## src/ge_compare_map.svh

```systemverilog
`ifndef GE_COMPARE_MAP_SVH
`define GE_COMPARE_MAP_SVH
// How it works
// - Signed immediate form sign-extends its 16-bit immediate to 32 bits.
// - Signed immediate form writes 1 if operand >= immediate (signed), else 0.
// - Signed immediate form: A 31:27, B 26:22, immediate 21:6, opcode 08.
// - Unsigned register form writes 1 if A >= B unsigned, else 0.
// - Register form: A, B, C 21:17, extended opcode 28, zeros 10:6, opcode 3a.
// - Unsigned immediate form zero-extends its 16-bit immediate to 32 bits.
// - Unsigned immediate form writes 1 if operand >= immediate (unsigned), else 0.
// - Unsigned immediate form is immediate-type with unsigned 16-bit immediate field.

// Word and field widths
`define WORD_W 32
`define INDEX_W 5
`define IMM_W 16
`define OP_W 6

// Field positions
`define FIRST_HI 31
`define FIRST_LO 27
`define SECOND_HI 26
`define SECOND_LO 22
`define THIRD_HI 21
`define THIRD_LO 17
`define IMM_HI 21
`define IMM_LO 6
`define XOP_HI 16
`define XOP_LO 11
`define PAD_HI 10
`define PAD_LO 6
`define OP_HI 5
`define OP_LO 0

// Encodings
`define OP_GE_SIGNED_IMM 6'h08
`define OP_GE_UNSIGNED_IMM 6'h28
`define OP_REG_TYPE 6'h3a
`define XOP_GE_UNSIGNED 6'h28
`define PAD_ZERO 5'h00

// Reset values
`define RESULT_RESET 32'h0000_0000
`define INDEX_RESET 5'h00
`endif

```

## src/ge_compare_pkg.sv

```systemverilog
package ge_compare_pkg;
    // Which compare form an instruction word holds
    typedef enum logic [1:0] {
        FORM_NONE = 2'h0,
        FORM_GE_SIGNED_IMM = 2'h1,
        FORM_GE_UNSIGNED_REG = 2'h3,
        FORM_GE_UNSIGNED_IMM = 2'h2
    } form_t;
endpackage

```

## src/greater_equal_compare_unit.sv

```systemverilog
`timescale 1ns/10ps
`include "ge_compare_map.svh"

module greater_equal_compare_unit (
    input wire logic i_clk,
    input wire logic i_reset_n,
    input wire logic i_valid,
    input wire logic [`WORD_W-1:0] i_instr,
    input wire logic [`WORD_W-1:0] i_first_operand,
    input wire logic [`WORD_W-1:0] i_second_operand,
    output logic o_accept,
    output logic o_result_valid,
    output logic [`WORD_W-1:0] o_result,
    output logic [`INDEX_W-1:0] o_dest_index,
    output logic o_exception
);

    // ************************************************
    // Field helpers
    // ************************************************

    function automatic logic [`OP_W-1:0] op_field(input logic [`WORD_W-1:0] instr);
        op_field = instr[`OP_HI:`OP_LO];
    endfunction

    function automatic logic [`OP_W-1:0] xop_field(input logic [`WORD_W-1:0] instr);
        xop_field = instr[`XOP_HI:`XOP_LO];
    endfunction

    function automatic logic [`INDEX_W-1:0] pad_field(input logic [`WORD_W-1:0] instr);
        pad_field = instr[`PAD_HI:`PAD_LO];
    endfunction

    function automatic logic [`IMM_W-1:0] imm_field(input logic [`WORD_W-1:0] instr);
        imm_field = instr[`IMM_HI:`IMM_LO];
    endfunction

    function automatic logic [`WORD_W-1:0] sign_extend(input logic [`IMM_W-1:0] imm);
        sign_extend = {{(`WORD_W-`IMM_W){imm[`IMM_W-1]}}, imm};
    endfunction

    function automatic logic [`WORD_W-1:0] zero_extend(input logic [`IMM_W-1:0] imm);
        zero_extend = {{(`WORD_W-`IMM_W){1'b0}}, imm};
    endfunction

    // Only bit 0 carries the outcome
    function automatic logic [`WORD_W-1:0] result_word(input logic ge_bit);
        result_word = {{(`WORD_W-1){1'b0}}, ge_bit};
    endfunction

    // ************************************************
    // Decode functions
    // ************************************************

    function automatic logic is_signed_imm(input logic [`WORD_W-1:0] instr);
        is_signed_imm = (op_field(instr) == `OP_GE_SIGNED_IMM);
    endfunction

    function automatic logic is_unsigned_imm(input logic [`WORD_W-1:0] instr);
        is_unsigned_imm = (op_field(instr) == `OP_GE_UNSIGNED_IMM);
    endfunction

    // Register form also needs the extended opcode and a zero pad
    function automatic logic is_unsigned_reg(input logic [`WORD_W-1:0] instr);
        is_unsigned_reg = (op_field(instr) == `OP_REG_TYPE) &&
                          (xop_field(instr) == `XOP_GE_UNSIGNED) &&
                          (pad_field(instr) == `PAD_ZERO);
    endfunction

    function automatic ge_compare_pkg::form_t decode_form(input logic [`WORD_W-1:0] instr);
        decode_form = ge_compare_pkg::FORM_NONE;
        if (is_signed_imm(instr)) begin
            decode_form = ge_compare_pkg::FORM_GE_SIGNED_IMM;
        end else if (is_unsigned_imm(instr)) begin
            decode_form = ge_compare_pkg::FORM_GE_UNSIGNED_IMM;
        end else if (is_unsigned_reg(instr)) begin
            decode_form = ge_compare_pkg::FORM_GE_UNSIGNED_REG;
        end
    endfunction

    function automatic logic is_compare(input ge_compare_pkg::form_t form);
        is_compare = (form != ge_compare_pkg::FORM_NONE);
    endfunction

    function automatic logic [`INDEX_W-1:0] dest_of(input logic [`WORD_W-1:0] instr,
                                                    input ge_compare_pkg::form_t form);
        if (form == ge_compare_pkg::FORM_GE_UNSIGNED_REG) begin
            dest_of = instr[`THIRD_HI:`THIRD_LO];
        end else begin
            dest_of = instr[`SECOND_HI:`SECOND_LO];
        end
    endfunction

    // ************************************************
    // Field extraction
    // ************************************************

    ge_compare_pkg::form_t form;
    logic [`IMM_W-1:0] immediate_field;
    logic [`INDEX_W-1:0] third_register;
    logic [`WORD_W-1:0] imm_signed_ext;
    logic [`WORD_W-1:0] imm_zero_ext;

    always_comb begin
        form = decode_form(i_instr);
        immediate_field = imm_field(i_instr);
        third_register = dest_of(i_instr, form);
        imm_signed_ext = sign_extend(immediate_field);
        imm_zero_ext = zero_extend(immediate_field);
    end

    // ************************************************
    // Operand selection
    // ************************************************

    logic [`WORD_W-1:0] rhs;
    logic use_signed;

    always_comb begin
        rhs = i_second_operand;
        use_signed = 1'b0;
        unique case (form)
            ge_compare_pkg::FORM_GE_SIGNED_IMM: begin
                rhs = imm_signed_ext;
                use_signed = 1'b1;
            end
            ge_compare_pkg::FORM_GE_UNSIGNED_IMM: begin
                rhs = imm_zero_ext;
                use_signed = 1'b0;
            end
            ge_compare_pkg::FORM_GE_UNSIGNED_REG: begin
                rhs = i_second_operand;
                use_signed = 1'b0;
            end
            ge_compare_pkg::FORM_NONE: begin
                rhs = i_second_operand;
                use_signed = 1'b0;
            end
        endcase
    end

    // ************************************************
    // Comparator
    // ************************************************

    logic ge;

    ge_compare u_ge_compare (
        .i_lhs(i_first_operand),
        .i_rhs(rhs),
        .i_signed(use_signed),
        .o_ge(ge)
    );

    // ************************************************
    // Handshake
    // ************************************************

    // Instruction is taken only when it is one of the three forms
    always_comb begin
        o_accept = i_valid && is_compare(form);
    end

    // ************************************************
    // Result stage
    // ************************************************

    logic result_valid;
    logic next_result_valid;

    // Valid pulses once per accepted instruction
    always_comb begin
        next_result_valid = o_accept;
    end

    always_ff @(posedge i_clk or negedge i_reset_n) begin
        if (!i_reset_n) begin
            result_valid <= 1'b0;
        end else begin
            result_valid <= next_result_valid;
        end
    end

    logic [`WORD_W-1:0] result;
    logic [`INDEX_W-1:0] dest_index;
    logic [`WORD_W-1:0] next_result;
    logic [`INDEX_W-1:0] next_dest_index;

    // Data hold their last value between accepted instructions
    always_comb begin
        next_result = result;
        next_dest_index = dest_index;
        if (o_accept) begin
            next_result = result_word(ge);
            next_dest_index = third_register;
        end
    end

    always_ff @(posedge i_clk or negedge i_reset_n) begin
        if (!i_reset_n) begin
            result <= `RESULT_RESET;
            dest_index <= `INDEX_RESET;
        end else begin
            result <= next_result;
            dest_index <= next_dest_index;
        end
    end

    // ************************************************
    // Outputs
    // ************************************************

    always_comb begin
        o_result_valid = result_valid;
        o_result = result;
        o_dest_index = dest_index;
        o_exception = 1'b0;
    end

endmodule

```

## src/ge_compare.sv

```systemverilog
`timescale 1ns/10ps
`include "ge_compare_map.svh"

module ge_compare (
    input wire logic [`WORD_W-1:0] i_lhs,
    input wire logic [`WORD_W-1:0] i_rhs,
    input wire logic i_signed,
    output logic o_ge
);
    logic [`WORD_W:0] lhs_ext;
    logic [`WORD_W:0] rhs_ext;
    logic [`WORD_W:0] diff;

    // Extra top bit carries sign or zero, one subtractor serves both
    always_comb begin
        lhs_ext = {i_signed & i_lhs[`WORD_W-1], i_lhs};
        rhs_ext = {i_signed & i_rhs[`WORD_W-1], i_rhs};
        diff = lhs_ext - rhs_ext;
        o_ge = ~diff[`WORD_W];
    end
endmodule

```

## config.mk

```make
export PLATFORM = sky130hd
export DESIGN_NAME = greater_equal_compare_unit
export DESIGN_NICKNAME = d
export VERILOG_FILES = /design/src/ge_compare_pkg.sv /design/src/greater_equal_compare_unit.sv /design/src/ge_compare.sv
export VERILOG_INCLUDE_DIRS = /design/src /design/src/src
export SDC_FILE = /design/constraint.sdc
export NUM_CORES = 1
export LEC_CHECK = 0
export ABC_AREA = 0
export BUFFER_PORTS_ARGS = -buffer_cell sky130_fd_sc_hd__buf_2
export CAP_MARGIN = 30
export CELL_PAD_IN_SITES_DETAIL_PLACEMENT = 2
export CELL_PAD_IN_SITES_GLOBAL_PLACEMENT = 2
export CORE_ASPECT_RATIO = 1.2
export CORE_MARGIN = 5
export CORE_UTILIZATION = 21
export DETAILED_ROUTE_END_ITERATION = 10
export PLACE_DENSITY_LB_ADDON = 0.1
export REMOVE_ABC_BUFFERS = 1
export SLEW_MARGIN = 20
export SYNTH_ARGS = -nofsm -noshare
export SYNTH_HDL_FRONTEND = slang
export SYNTH_SLANG_ARGS = --single-unit
```

## constraint.sdc

```tcl
create_clock -name i_clk -period 2.9 [get_ports i_clk]
set_input_delay 0 -clock i_clk [delete_from_list [all_inputs] [get_ports i_clk]]
set_output_delay 0 -clock i_clk [all_outputs]
set_load 0.005 [all_outputs]
```

### After elaboration in Yosys (flattened, before gate mapping)

Cells that the tools add are included.

| operators by class | value |
|---|---|
| equality and inequality tests | 7 |
| add/subtract/negate cells | 1 |
| multiplexer cells | 6 |
| reduce and logical (&&, ||, !) cells | 8 |
| bitwise logic cells | 3 |

Operators by type and width:

| operator | number |
|---|---|
| one-hot mux 32 bit (3 select lines) | 1 |
| subtractor 33 bit | 1 |
| equality test 6 bit, second input constant | 3 |
| equality test 6 x 4 -> 1 bit, second input constant | 1 |
| two-way mux 2 bit | 3 |
| zero test 5 bit | 1 |
| two-way mux 5 bit | 1 |
| equality test 2 bit, second input constant | 2 |
| logical AND 1 bit | 3 |
| OR reduction 3 bit | 1 |
| bitwise AND 1 bit | 2 |
| equality test 2 x 1 -> 1 bit, second input constant | 1 |
| zero test 2 bit | 1 |
| one-hot mux 1 bit (2 select lines) | 1 |
| nonzero test 2 bit | 1 |
| OR reduction 2 bit | 1 |
| NOT 1 bit | 1 |

| word-level totals | value |
|---|---|
| flip-flop bits (word level) | 7 |
| logic and storage cells | 28 |

### Longest topological paths before layout

Gate-level depths: netlist of run 1.

| logic depth | value |
|---|---|
| word-level depth | 12 |
| depth in mapped cells | 15 |
| depth with buffers taken out | 14 |

### Cells and area by module

From an unflattened synthesis of run 1, not the netlist that was laid out.

| second synthesis, totals | value |
|---|---|
| cell total of the unflattened synthesis | 235 |
| area, all modules | 1854.3 um^2 |

Modules (own cells, without submodules):

| module | sequential area each (um^2) | cells an instance | area an instance (um^2) | times used |
|---|---|---|---|---|
| greater_equal_compare_unit | 175.2 | 118 | 1003.5 | 1 |
| ge_compare | 0.0 | 117 | 850.8 | 1 |

### Worst setup path before layout of run 1

No wires, ideal clock.

| path | value |
|---|---|
| path kind | input port to flip-flop |
| start | input i_instr[0] |
| end | register result[0], in the netlist o_result[0] |
| setup time | 0.139 ns |
| data required time | 2.761 ns |
| arrival | 2.936 ns |
| cell stages on the path | 15 |
| path slack | -0.175 ns |
| cell sequence | nor3b_4 > nand2_1 > or3_1 > nand2b_1 > ha_1 > a21boi_2 > clkbuf_1 > a21oi_1 > ha_1 > a21o_1 > a221o_1 > a221oi_2 > nor3_1 > a21oi_2 > o211ai_2 |

| between the ends | value |
|---|---|
| word-level cells in the longest chain between the ends | 12 |

Ends and longest elaborated chain:

| item | RTL line | source |
|---|---|---|
| start: declaration | greater_equal_compare_unit.sv:8 | `` input wire logic [`WORD_W-1:0] i_instr, `` |
| equality test 6 bit (no source line) | -- |  |
| logical AND 1 bit (2 in series) | greater_equal_compare_unit.sv:65 | `` is_unsigned_reg = (op_field(instr) == `OP_REG_TYPE) && `` |
| two-way mux 2 bit | greater_equal_compare_unit.sv:76 | `end else if (is_unsigned_reg(instr)) begin` |
| two-way mux 2 bit | greater_equal_compare_unit.sv:74 | `end else if (is_unsigned_imm(instr)) begin` |
| two-way mux 2 bit * | greater_equal_compare_unit.sv:72 | `if (is_signed_imm(instr)) begin` |
| equality test 2 bit / zero test 2 bit (equally long branches) | greater_equal_compare_unit.sv:122 | `unique case (form)` |
| OR reduction 3 bit (no source line) / OR reduction 2 bit (equally long branches) | -- |  |
| one-hot mux 1 bit (2 select lines) / one-hot mux 32 bit (3 select lines) (equally long branches) | greater_equal_compare_unit.sv:122 |  |
| bitwise AND 1 bit, on equally long branches | ge_compare.sv:16, ge_compare.sv:17 |  |
| subtractor 33 bit | ge_compare.sv:18 | `diff = lhs_ext - rhs_ext;` |
| NOT 1 bit | ge_compare.sv:19 | `` o_ge = ~diff[`WORD_W]; `` |
| end signal: assignment | greater_equal_compare_unit.sv:201 | `` result <= `RESULT_RESET; `` |
| end signal: assignment | greater_equal_compare_unit.sv:204 | `result <= next_result;` |
| end: declaration | greater_equal_compare_unit.sv:184 | `` logic [`WORD_W-1:0] result; `` |

Every way passes the cells marked *; elsewhere a longest branch is shown, timed or not.
A chain may end at the register's enable or synchronous reset.

### Worst setup path in the final report of run 1

Ends and elaborated chain as after synthesis.

==> results.toml, run 1 <==
[outcome]
status = "finished, final reports clean"

[worst_setup_path]
path_buf_inv = 2
cp_common_cell = "ha_1"
critPathTopFamily = "compound AO/OA/AOI/OAI gates"
critPathMaxFanout = 13
cpPeakStageDelay_ns = 0.38
r2r_slack_ns = 2.15
cp_slowest_cell = "or3_1"
required_ns = 2.99
timing.rr.start = "o_result[0]$_DFFE_PN0P_"
worstSetupEndpointType = "flip-flop"
r2r_end = "o_result[0]$_DFFE_PN0P_"
path_class = "in -> reg"
worstPathCellList = "buf_2, nor3b_4, nand2_2, or3_1, nand2b_1, ha_1, a21boi_4, buf_4, a22oi_1, ha_1, o21ai_0, nor2_1, o21ai_1, a21oi_2, o311ai_2, o211ai_2"
startpoint_type = "primary input"
crit_arrival_ns = 2.91
rr_worst_depth = 2

[clocking]
cts_buffer_depth = 2
cts_buffers = 3
cts_root_buf = "clkbuf_8"
cts_max_level = 1
cts_tree = "built"
clk_pin_slew_worst_paths_ns = 0.04
clock_latency_ns = 0.22
cts_sinks = 7

[synthesis]
synth_async_sr_flop_share_pct = 100
ys_seq_elements = 7
yosysTopAreaCell = "ha_1"
synth_seq_area_share_pct = 10.5
yosys.area.top_type_share_pct = 25.6
synth_warnings = 0
synth.area.top_cells = "ha_1 (26%), buf_4 (14%), dfrtp_1 (11%)"
synth_ff_type = "dfrtp_1"
syn_area_mm2 = 0.00166
postSynthAreaPerCell_um2 = 8.11
synthCells = 205
synth-edff-count = 0
yosysMostFrequentCell = "ha_1"
synth.distinct_cells = 41
ys_top_cells_by_count = "ha_1 (34), buf_4 (32), a21oi_1 (25)"

[place]
dp_hpwl_um = 5830
dpl_worst_slack_ns = -0.490
gp_congestion = 0.743
port-buffer-count = 101

[pwr]
total_power_uw = 583
ir_drop_v = 0.000167
clkPwrFrac_pct = 23.5
power_leakage_uw = 0.00136
p_sw_share_pct = 35.2
switching_power_uw = 205
powerDensity_mw_per_mm2 = 229
internal_power_uw = 378
pwr-share-comb_pct = 54.9
seq_power_share_pct = 21.6

[timing]
worstMarginPinSlew_ns = 0.531
finalHoldViolations = 0
finalSetupViolCount = 0
max_slew_margin_pct = 64.6
worst_slack_ns = 0.0850
finalMaxSlewViolations = 0
max_freq_ghz = 0.355
timing.final.crit_share_pct = 97.1
fin_skew_ns = 0
rsz0062_at_grt = "yes"
fin_hold_ws_ns = 0.0615
finalCriticalPeriod_ns = 2.81

[global_routing]
grt_pass1_vias = 2290
grt_max_degree = 15
grt_usage_pct = 12.8
antenna_found_initial = 0
grt.overflow.total = 0
grt_pass1_wl_um = 10500

[die]
die_w_um = 91.2
initial_core_util_pct = 21.6
ios = 139
die_y_um = 107
dieArea_mm2 = 0.00980
core_area_mm2 = 0.00771
core.rowCount = 35

[run]
cap_violations = 0

[route]
drt_first_iter_violations = 19
viasPerCell = 4.55
drc = 0
drt_wl_total_um = 6570
route.antenna.remaining_nets = 0
dr.pass1.iters = 3
wire_per_inst_um = 15.4
num_vias = 1935

[min_path]
worstHoldStart = "i_instr[25]"
hp-class = "in -> reg"
hold-path-endpoint = "o_dest_index[3]$_DFFE_PN0P_"
worstHoldPathCells = 3

[layout]
syn2layout_area_growth_pct = 53.5
fillers = 930
fin_nets = 467
final_util_pct = 33.1
n_antenna_cell = 0
drive_gt1_share_pct = 47.4
## metrics by stage
stage | TNS [ns] | std cells | area, um^2
2_1_floorplan | -0.482 | 196 | 1510
3_3_place_gp | -0.492 | 414 | 2330
4_1_cts | 0 | 424 | 2540
5_1_grt | -0.119 | 425 | 2550
6_report | 0 | 425 | 2550
3_5_place_dp | -0.490 | 414 | 2330
## kinds of logic (layout without fill, tap and decap cells)
logic type | count (synthesis) | in the layout | share of synthesized area (%)
xor gates and xnor gates | 1 | 1 | 0.527
AOI/OAI and AO/OA | 69 | 69 | 27.9
DFF | 7 | 7 | 10.5
adders and majority gates | 34 | 34 | 25.6
muxes | 5 | 5 | 3.01
buffers and inverters | 43 | 140 | 17.0
and+or+nand+nor | 45 | 45 | 15.2
other | 1 | 32 | 0.226
## area by class of cell
type                    instances  area, um^2  share of cell area, %
multi-input cells             186        1420                   55.8
well taps                      92         115                   4.51
repair buffers                133         781                   30.6
flip-flops and latches          7         175                   6.87
clock buffers                   4        45.0                   1.77
inverters                       3        11.3                  0.441
## placed cells by master (no fill, tap or decap), drive strengths merged, types with 5 or more instances in the layout
master,instances
dfrtp,7
conb,32
nor3,7
nand2,12
a21oi,26
o21ai,11
a22oi,15
ha,34
nand4,5
mux2i,5
buf,132
nor2,7
## power by group through the flow
stage          Clock, uW  Sequential (uW)  Combinational (uW)
6_report             137              126                 320
5_1_grt              145              129                 365
2_1_floorplan          0              129                 134
4_1_cts              142              127                 326
3_3_place_gp           0              127                 290
3_5_place_dp           0              128                 296
## worst max path at each step
stage	slack (ns)	startpoint	cells after the start	endpoint
CTS	0.02	i_instr[13]	16	o_result[0]$_DFFE_PN0P_
global route	-0.12	i_instr[0]	16	o_result[0]$_DFFE_PN0P_
floorplan	-0.48	i_instr[0]	14	o_result[0]$_DFFE_PN0P_
global placement	-0.49	i_instr[12]	14	o_result[0]$_DFFE_PN0P_
finish	0.09	i_instr[0]	16	o_result[0]$_DFFE_PN0P_
detailed placement	-0.49	i_instr[12]	14	o_result[0]$_DFFE_PN0P_
## worst register-to-register path, delay by kind of cell (launching register included)
family,cells,cell delay (ns)
AO/OA/AOI/OAI,2,0.24
flip-flops,1,0.38
## flip-flops by register name, summed over array words and instances (netlist names)
signal          flops
o_result            1
o_result_valid      1
o_dest_index        5
## timing repair
action	CTS	global route
gates cloned	1	0
buffers inserted	4	1
gates resized for setup	26	1
pin swaps	22	10
hold buffers	1	0
setup endpoints to repair	1	1
hold endpoints to repair	7	0
## routing by layer
| metal | vias up | track usage [%] | part of all wire [%] |
|---|---|---|---|
| li1 | 963 | - | - |
| met1 | 893 | 14.3 | 39 |
| met2 | 77 | 24.6 | 54 |
| met3 | 2 | 3.50 | 6.9 |
| met4 | 0 | 1.26 | 0.35 |
| met5 | - | 0 | 0 |
No activity file was read; power rests on OpenSTA's default activity.
==> run 2: changes to the inputs <==
==> constraint.sdc (replaced) <==
create_clock -name i_clk -period 2.9 [get_ports i_clk]
set_input_delay 0.145 -clock i_clk [delete_from_list [all_inputs] [get_ports i_clk]]
set_output_delay 0.145 -clock i_clk [all_outputs]
set_load 0.005 [all_outputs]
==> run 2 against run 1 <==
The flow now finishes with violations (setup timing). Register-to-register slack hardly changed. Largest power group unchanged. Hold slack better by 0.16 ns. Critical endpoint unchanged. Fmax is 6.9% lower. Sequential power hardly changed. Via count is 0.78% higher.
==> results.toml, run 2 (synthesis gave the netlist of run 1 again) <==
[clocking]
cts_tree = "built"
clock_latency_ns = 0.22
clk_pin_slew_worst_paths_ns = 0.04
cts_root_buf = "clkbuf_8"
cts_sinks = 7
cts_buffers = 3
cts_buffer_depth = 2
cts_max_level = 1

[timing]
finalHoldViolations = 0
timing.final.crit_share_pct = 104
fin_skew_ns = 0
finalSetupViolCount = 1
rsz0062_at_grt = "yes"
fin_hold_ws_ns = 0.217
max_freq_ghz = 0.331
worst_slack_ns = -0.124
finalMaxSlewViolations = 0
finalCriticalPeriod_ns = 3.02

[min_path]
hp-class = "in -> reg"

[global_routing]
grt_pass1_wl_um = 10400
antenna_found_initial = 0
grt.overflow.total = 0
grt_usage_pct = 12.5
grt_pass1_vias = 2270
grt_max_degree = 15

[run]
cap_violations = 0

[worst_setup_path]
worstSetupEndpointType = "flip-flop"
critPathTopFamily = "compound AO/OA/AOI/OAI gates"
critPathMaxFanout = 4
path_buf_inv = 2
worstPathCellList = "buf_2, nor3_1, nand4_1, or3_1, nand2b_1, ha_1, a21boi_4, buf_6, a21oi_2, ha_1, and3_1, a221o_1, a221oi_2, nor3_2, a21oi_2, o211ai_2"
startpoint_type = "primary input"
required_ns = 2.99
crit_arrival_ns = 3.12
path_class = "in -> reg"
cpPeakStageDelay_ns = 0.39
cp_slowest_cell = "or3_1"

[die]
core_area_mm2 = 0.00771
die_w_um = 91.2
dieArea_mm2 = 0.00980
ios = 139
core.rowCount = 35
die_y_um = 107
initial_core_util_pct = 21.6

[layout]
drive_gt1_share_pct = 47.0
seq_area_um2 = 175
syn2layout_area_growth_pct = 52.4
n_antenna_cell = 0
multi_input_area_mm2 = 0.00142
fin_nets = 464
final_common_cell = "buf_2"
final_cell_mix = "buf_2 (99), ha_1 (34), conb_1 (32)"
fillers = 949
largest_reg_flops = 5

[place]
gp_congestion = 0.734
dp_hpwl_um = 5790
dpl_worst_slack_ns = -0.675
port-buffer-count = 101

[outcome]
violations = "setup timing"
status = "complete, but fails checks"

[pwr]
ir_drop_v = 0.000112
powerDensity_mw_per_mm2 = 228
power_leakage_uw = 0.00135

[route]
drc = 0
route.antenna.remaining_nets = 0
drt_wl_total_um = 6480
num_vias = 1950
wire_per_inst_um = 15.4
viasPerCell = 4.62
drt_first_iter_violations = 27
dr.pass1.iters = 3
-- run 2: changes by cell type in the layout (fill, tap and decap cells not counted), sizes merged --
| cell | delta |
|---|---|
| buf | -3 |
| clkbuf | -1 |
| clkinv | +1 |
-- run 2: worst paths after layout --
| check | start | endpoint | slack, ns | depth (start not counted) |
|---|---|---|---|---|
| min | i_instr[24] | o_dest_index[2]$_DFFE_PN0P_ | 0.22 | 3 |
| max reg2reg | o_result[0]$_DFFE_PN0P_ | o_result[0]$_DFFE_PN0P_ | 2.16 | 2 |
| max in group asynchronous | i_reset_n | o_result[0]$_DFFE_PN0P_ | 2.44 | 2 |
| max | i_instr[8] | o_result[0]$_DFFE_PN0P_ | -0.12 | 16 |
| min in group asynchronous | i_reset_n | o_dest_index[4]$_DFFE_PN0P_ | 0.29 | 2 |
| min reg2reg | o_dest_index[0]$_DFFE_PN0P_ | o_dest_index[0]$_DFFE_PN0P_ | 0.47 | 2 |
-- run 2: where the power goes --
| part | internal (uW) | switching [uW] |
|---|---|---|
| clock network | 93.2 | 44.6 |
| logic | 163 | 151 |
| registers | 116 | 9.17 |
-- run 2: area by class of cell --
class / instances / share of cell area (%)
multi-input cells: 186 / 56.2
repair buffers: 130 / 30.1
flip-flops and latches: 7 / 6.92
well taps: 92 / 4.55
clock buffers: 3 / 1.63
inverters: 3 / 0.445
clock inverters: 1 / 0.198
-- run 2: through the flow --
| step | total power [uW] | instances | setup TNS (ns) | cell area, um^2 | util [%] |
|---|---|---|---|---|---|
| after floorplan | 263 | 196 | -0.627 | 1510 | - |
| after global placement | 417 | 414 | -0.640 | 2330 | 30.2 |
| after detailed placement | 424 | 414 | -0.675 | 2330 | 30.2 |
| after CTS | 587 | 422 | -0.147 | 2510 | 32.5 |
| after global routing | 638 | 422 | -0.340 | 2530 | 32.9 |
| final | 578 | 422 | -0.124 | 2530 | 32.9 |
-- run 2: layer usage --
layer | global-route usage (%) | part of all wire (%) | up-vias
li1 | - | - | 958
met1 | 13.9 | 40 | 913
met2 | 24.2 | 54 | 77
met3 | 2.87 | 6.2 | 2
met4 | 2.20 | 0.42 | 0
met5 | 0 | 0 | -
-- run 2: repair_timing --
item,CTS,global route
setup endpoints to repair,1,1
gates resized for setup,21,5
hold endpoints to repair,7,0
pin swaps,23,5
setup buffers,2,0
hold buffers,1,0
cloned,1,0
-- run 2: tightest hold or removal path, delay by kind of cell --
family	cells	cell delay, ns
AO/OA/AOI/OAI	1	0.13
buffers and inverters	1	0.08
multiplexers	1	0.05
==> run 3: changes to the inputs <==
- MAX_ROUTING_LAYER: not set -> met4
==> run 3 against run 2 <==
The run still ends with setup timing left. Sequential share of layout area did not move. Clock-buffer cell count unchanged. Critical path depth unchanged. First-iteration DRC count is 3.7% higher. Sequential power about the same. Die area stayed put. Cell area unchanged. Utilization is the same. Non-clock buffer count unchanged. Global-route usage rose by 0.34 points. Via count is 0.10% higher. Register-to-register slack hardly changed. Critical path type unchanged. Critical endpoint unchanged. Largest cell class unchanged. Highest routed layer unchanged.
==> results.toml, run 3 (synthesis gave the netlist of run 1 again) <==
[outcome]
status = "complete, but fails checks"
violations = "setup timing"

[layout]
multi_input_area_mm2 = 0.00142
final_cell_mix = "buf_2 (99), ha_1 (34), conb_1 (32)"
syn2layout_area_growth_pct = 52.4
largest_reg_flops = 5
n_antenna_cell = 0
final_util_pct = 32.9
seq_area_um2 = 175
fillers = 949
fin_nets = 464
final_common_cell = "buf_2"
drive_gt1_share_pct = 47.0

[pwr]
p_sw_share_pct = 35.6
ir_drop_v = 0.000112
power_leakage_uw = 0.00135
total_power_uw = 578
pwr-share-comb_pct = 54.5
powerDensity_mw_per_mm2 = 228
internal_power_uw = 372
clkPwrFrac_pct = 23.9
seq_power_share_pct = 21.7
switching_power_uw = 205

[worst_setup_path]
worstSetupEndpointType = "flip-flop"
crit_arrival_ns = 3.12
critPathMaxFanout = 4
critPathLaunch = "i_instr[8]"
startpoint_type = "primary input"
required_ns = 2.99
path_class = "in -> reg"
timing.rr.start = "o_result[0]$_DFFE_PN0P_"

[timing]
fin_skew_ns = 0
setup_tns_ns = -0.124
finalHoldViolations = 0
finalSetupViolCount = 1
rsz0062_at_grt = "yes"
fin_hold_ws_ns = 0.217
worst_slack_ns = -0.124
max_freq_ghz = 0.331
timing.final.crit_share_pct = 104
finalMaxSlewViolations = 0
finalCriticalPeriod_ns = 3.02

[global_routing]
grt.overflow.total = 0
grt_pass1_vias = 2272
antenna_found_initial = 0
grt_usage_pct = 12.9
grt_pass1_wl_um = 10300
grt_max_degree = 15

[place]
gp_congestion = 0.743
dp_hpwl_um = 5790
port-buffer-count = 101

[clocking]
cts_buffer_depth = 2
cts_root_buf = "clkbuf_8"
cts_sinks = 7
cts_max_level = 1
cts_buffers = 3
clock_latency_ns = 0.22
clk_pin_slew_worst_paths_ns = 0.04
cts_tree = "built"

[die]
die_y_um = 107
initial_core_util_pct = 21.6
die_w_um = 91.2
ios = 139
core.rowCount = 35
core_area_mm2 = 0.00771
dieArea_mm2 = 0.00980

[route]
drt_first_iter_violations = 28
wire_per_inst_um = 15.4
drc = 0
route.antenna.remaining_nets = 0
num_vias = 1952
dr.pass1.iters = 4
drt_wl_total_um = 6490
viasPerCell = 4.63

[run]
cap_violations = 0

[min_path]
hp-class = "in -> reg"
worstHoldStart = "i_instr[24]"
[run 3: cell counts in the layout (fill, tap and decap cells not counted)]
No cell type changed its count.
[run 3: area by class of cell]
class                      instances  area share [%]
clock inverter                     1           0.198
tap                               92            4.55
clock buffer                       3            1.63
inverter                           3           0.445
timing repair buffer             130            30.1
sequential                         7            6.92
multi-input combinational        186            56.2
[run 3: worst paths after layout]
path | endpoint | slack (ns) | cells after the start
min in group asynchronous | o_dest_index[4]$_DFFE_PN0P_ | 0.29 | 2
worst min-delay path | o_dest_index[2]$_DFFE_PN0P_ | 0.22 | 3
worst max register to register | o_result[0]$_DFFE_PN0P_ | 2.16 | 2
max in group asynchronous | o_result[0]$_DFFE_PN0P_ | 2.44 | 2
worst max-delay path | o_result[0]$_DFFE_PN0P_ | -0.12 | 16
worst min register to register | o_dest_index[0]$_DFFE_PN0P_ | 0.47 | 2
[run 3: per-layer routing]
layer  wire, um  GRT usage [%]  share of wire (%)  vias up
met3        267           1.61                4.1        2
met4         27           2.20               0.42        0
li1           -              -                  -      958
met1       2710           14.7                 42      915
met2       3490           24.2                 54       77
met5          0              -                  0        -
[run 3: power by group through the flow]
stage	sequential [uW]	clock, uW	combinational, uW
finish	125	138	315
global route	129	151	358
CTS	126	143	318
detailed placement	127	0	296
global placement	127	0	290
floorplan	129	0	134
[run 3: repair_timing]
action	in CTS	in global routing
gates resized for setup	21	5
hold endpoints to repair	7	0
pin swaps	23	5
setup buffers	2	0
hold buffers	1	0
cloned	1	0
endpoints found under the setup margin	1	1
[run 3: stage by stage]
stage	instances	worst slack (ns)	area [um^2]
after CTS	422	-0.147	2510
after global routing	422	-0.340	2530
after global placement	414	-0.640	2330
after detailed placement	414	-0.675	2330
final	422	-0.124	2530
after floorplan	196	-0.627	1510
[run 3: critical path, stage by stage]
cell	delay (ns)
buf_2	0.11
nor3_1	0.19
nand4_1	0.18
or3_1	0.39
nand2b_1	0.11
ha_1	0.14
a21boi_4	0.24
buf_6	0.15
a21oi_2	0.05
ha_1	0.31
and3_1	0.18
a221o_1	0.31
a221oi_2	0.33
nor3_2	0.07
a21oi_2	0.14
o211ai_2	0.09
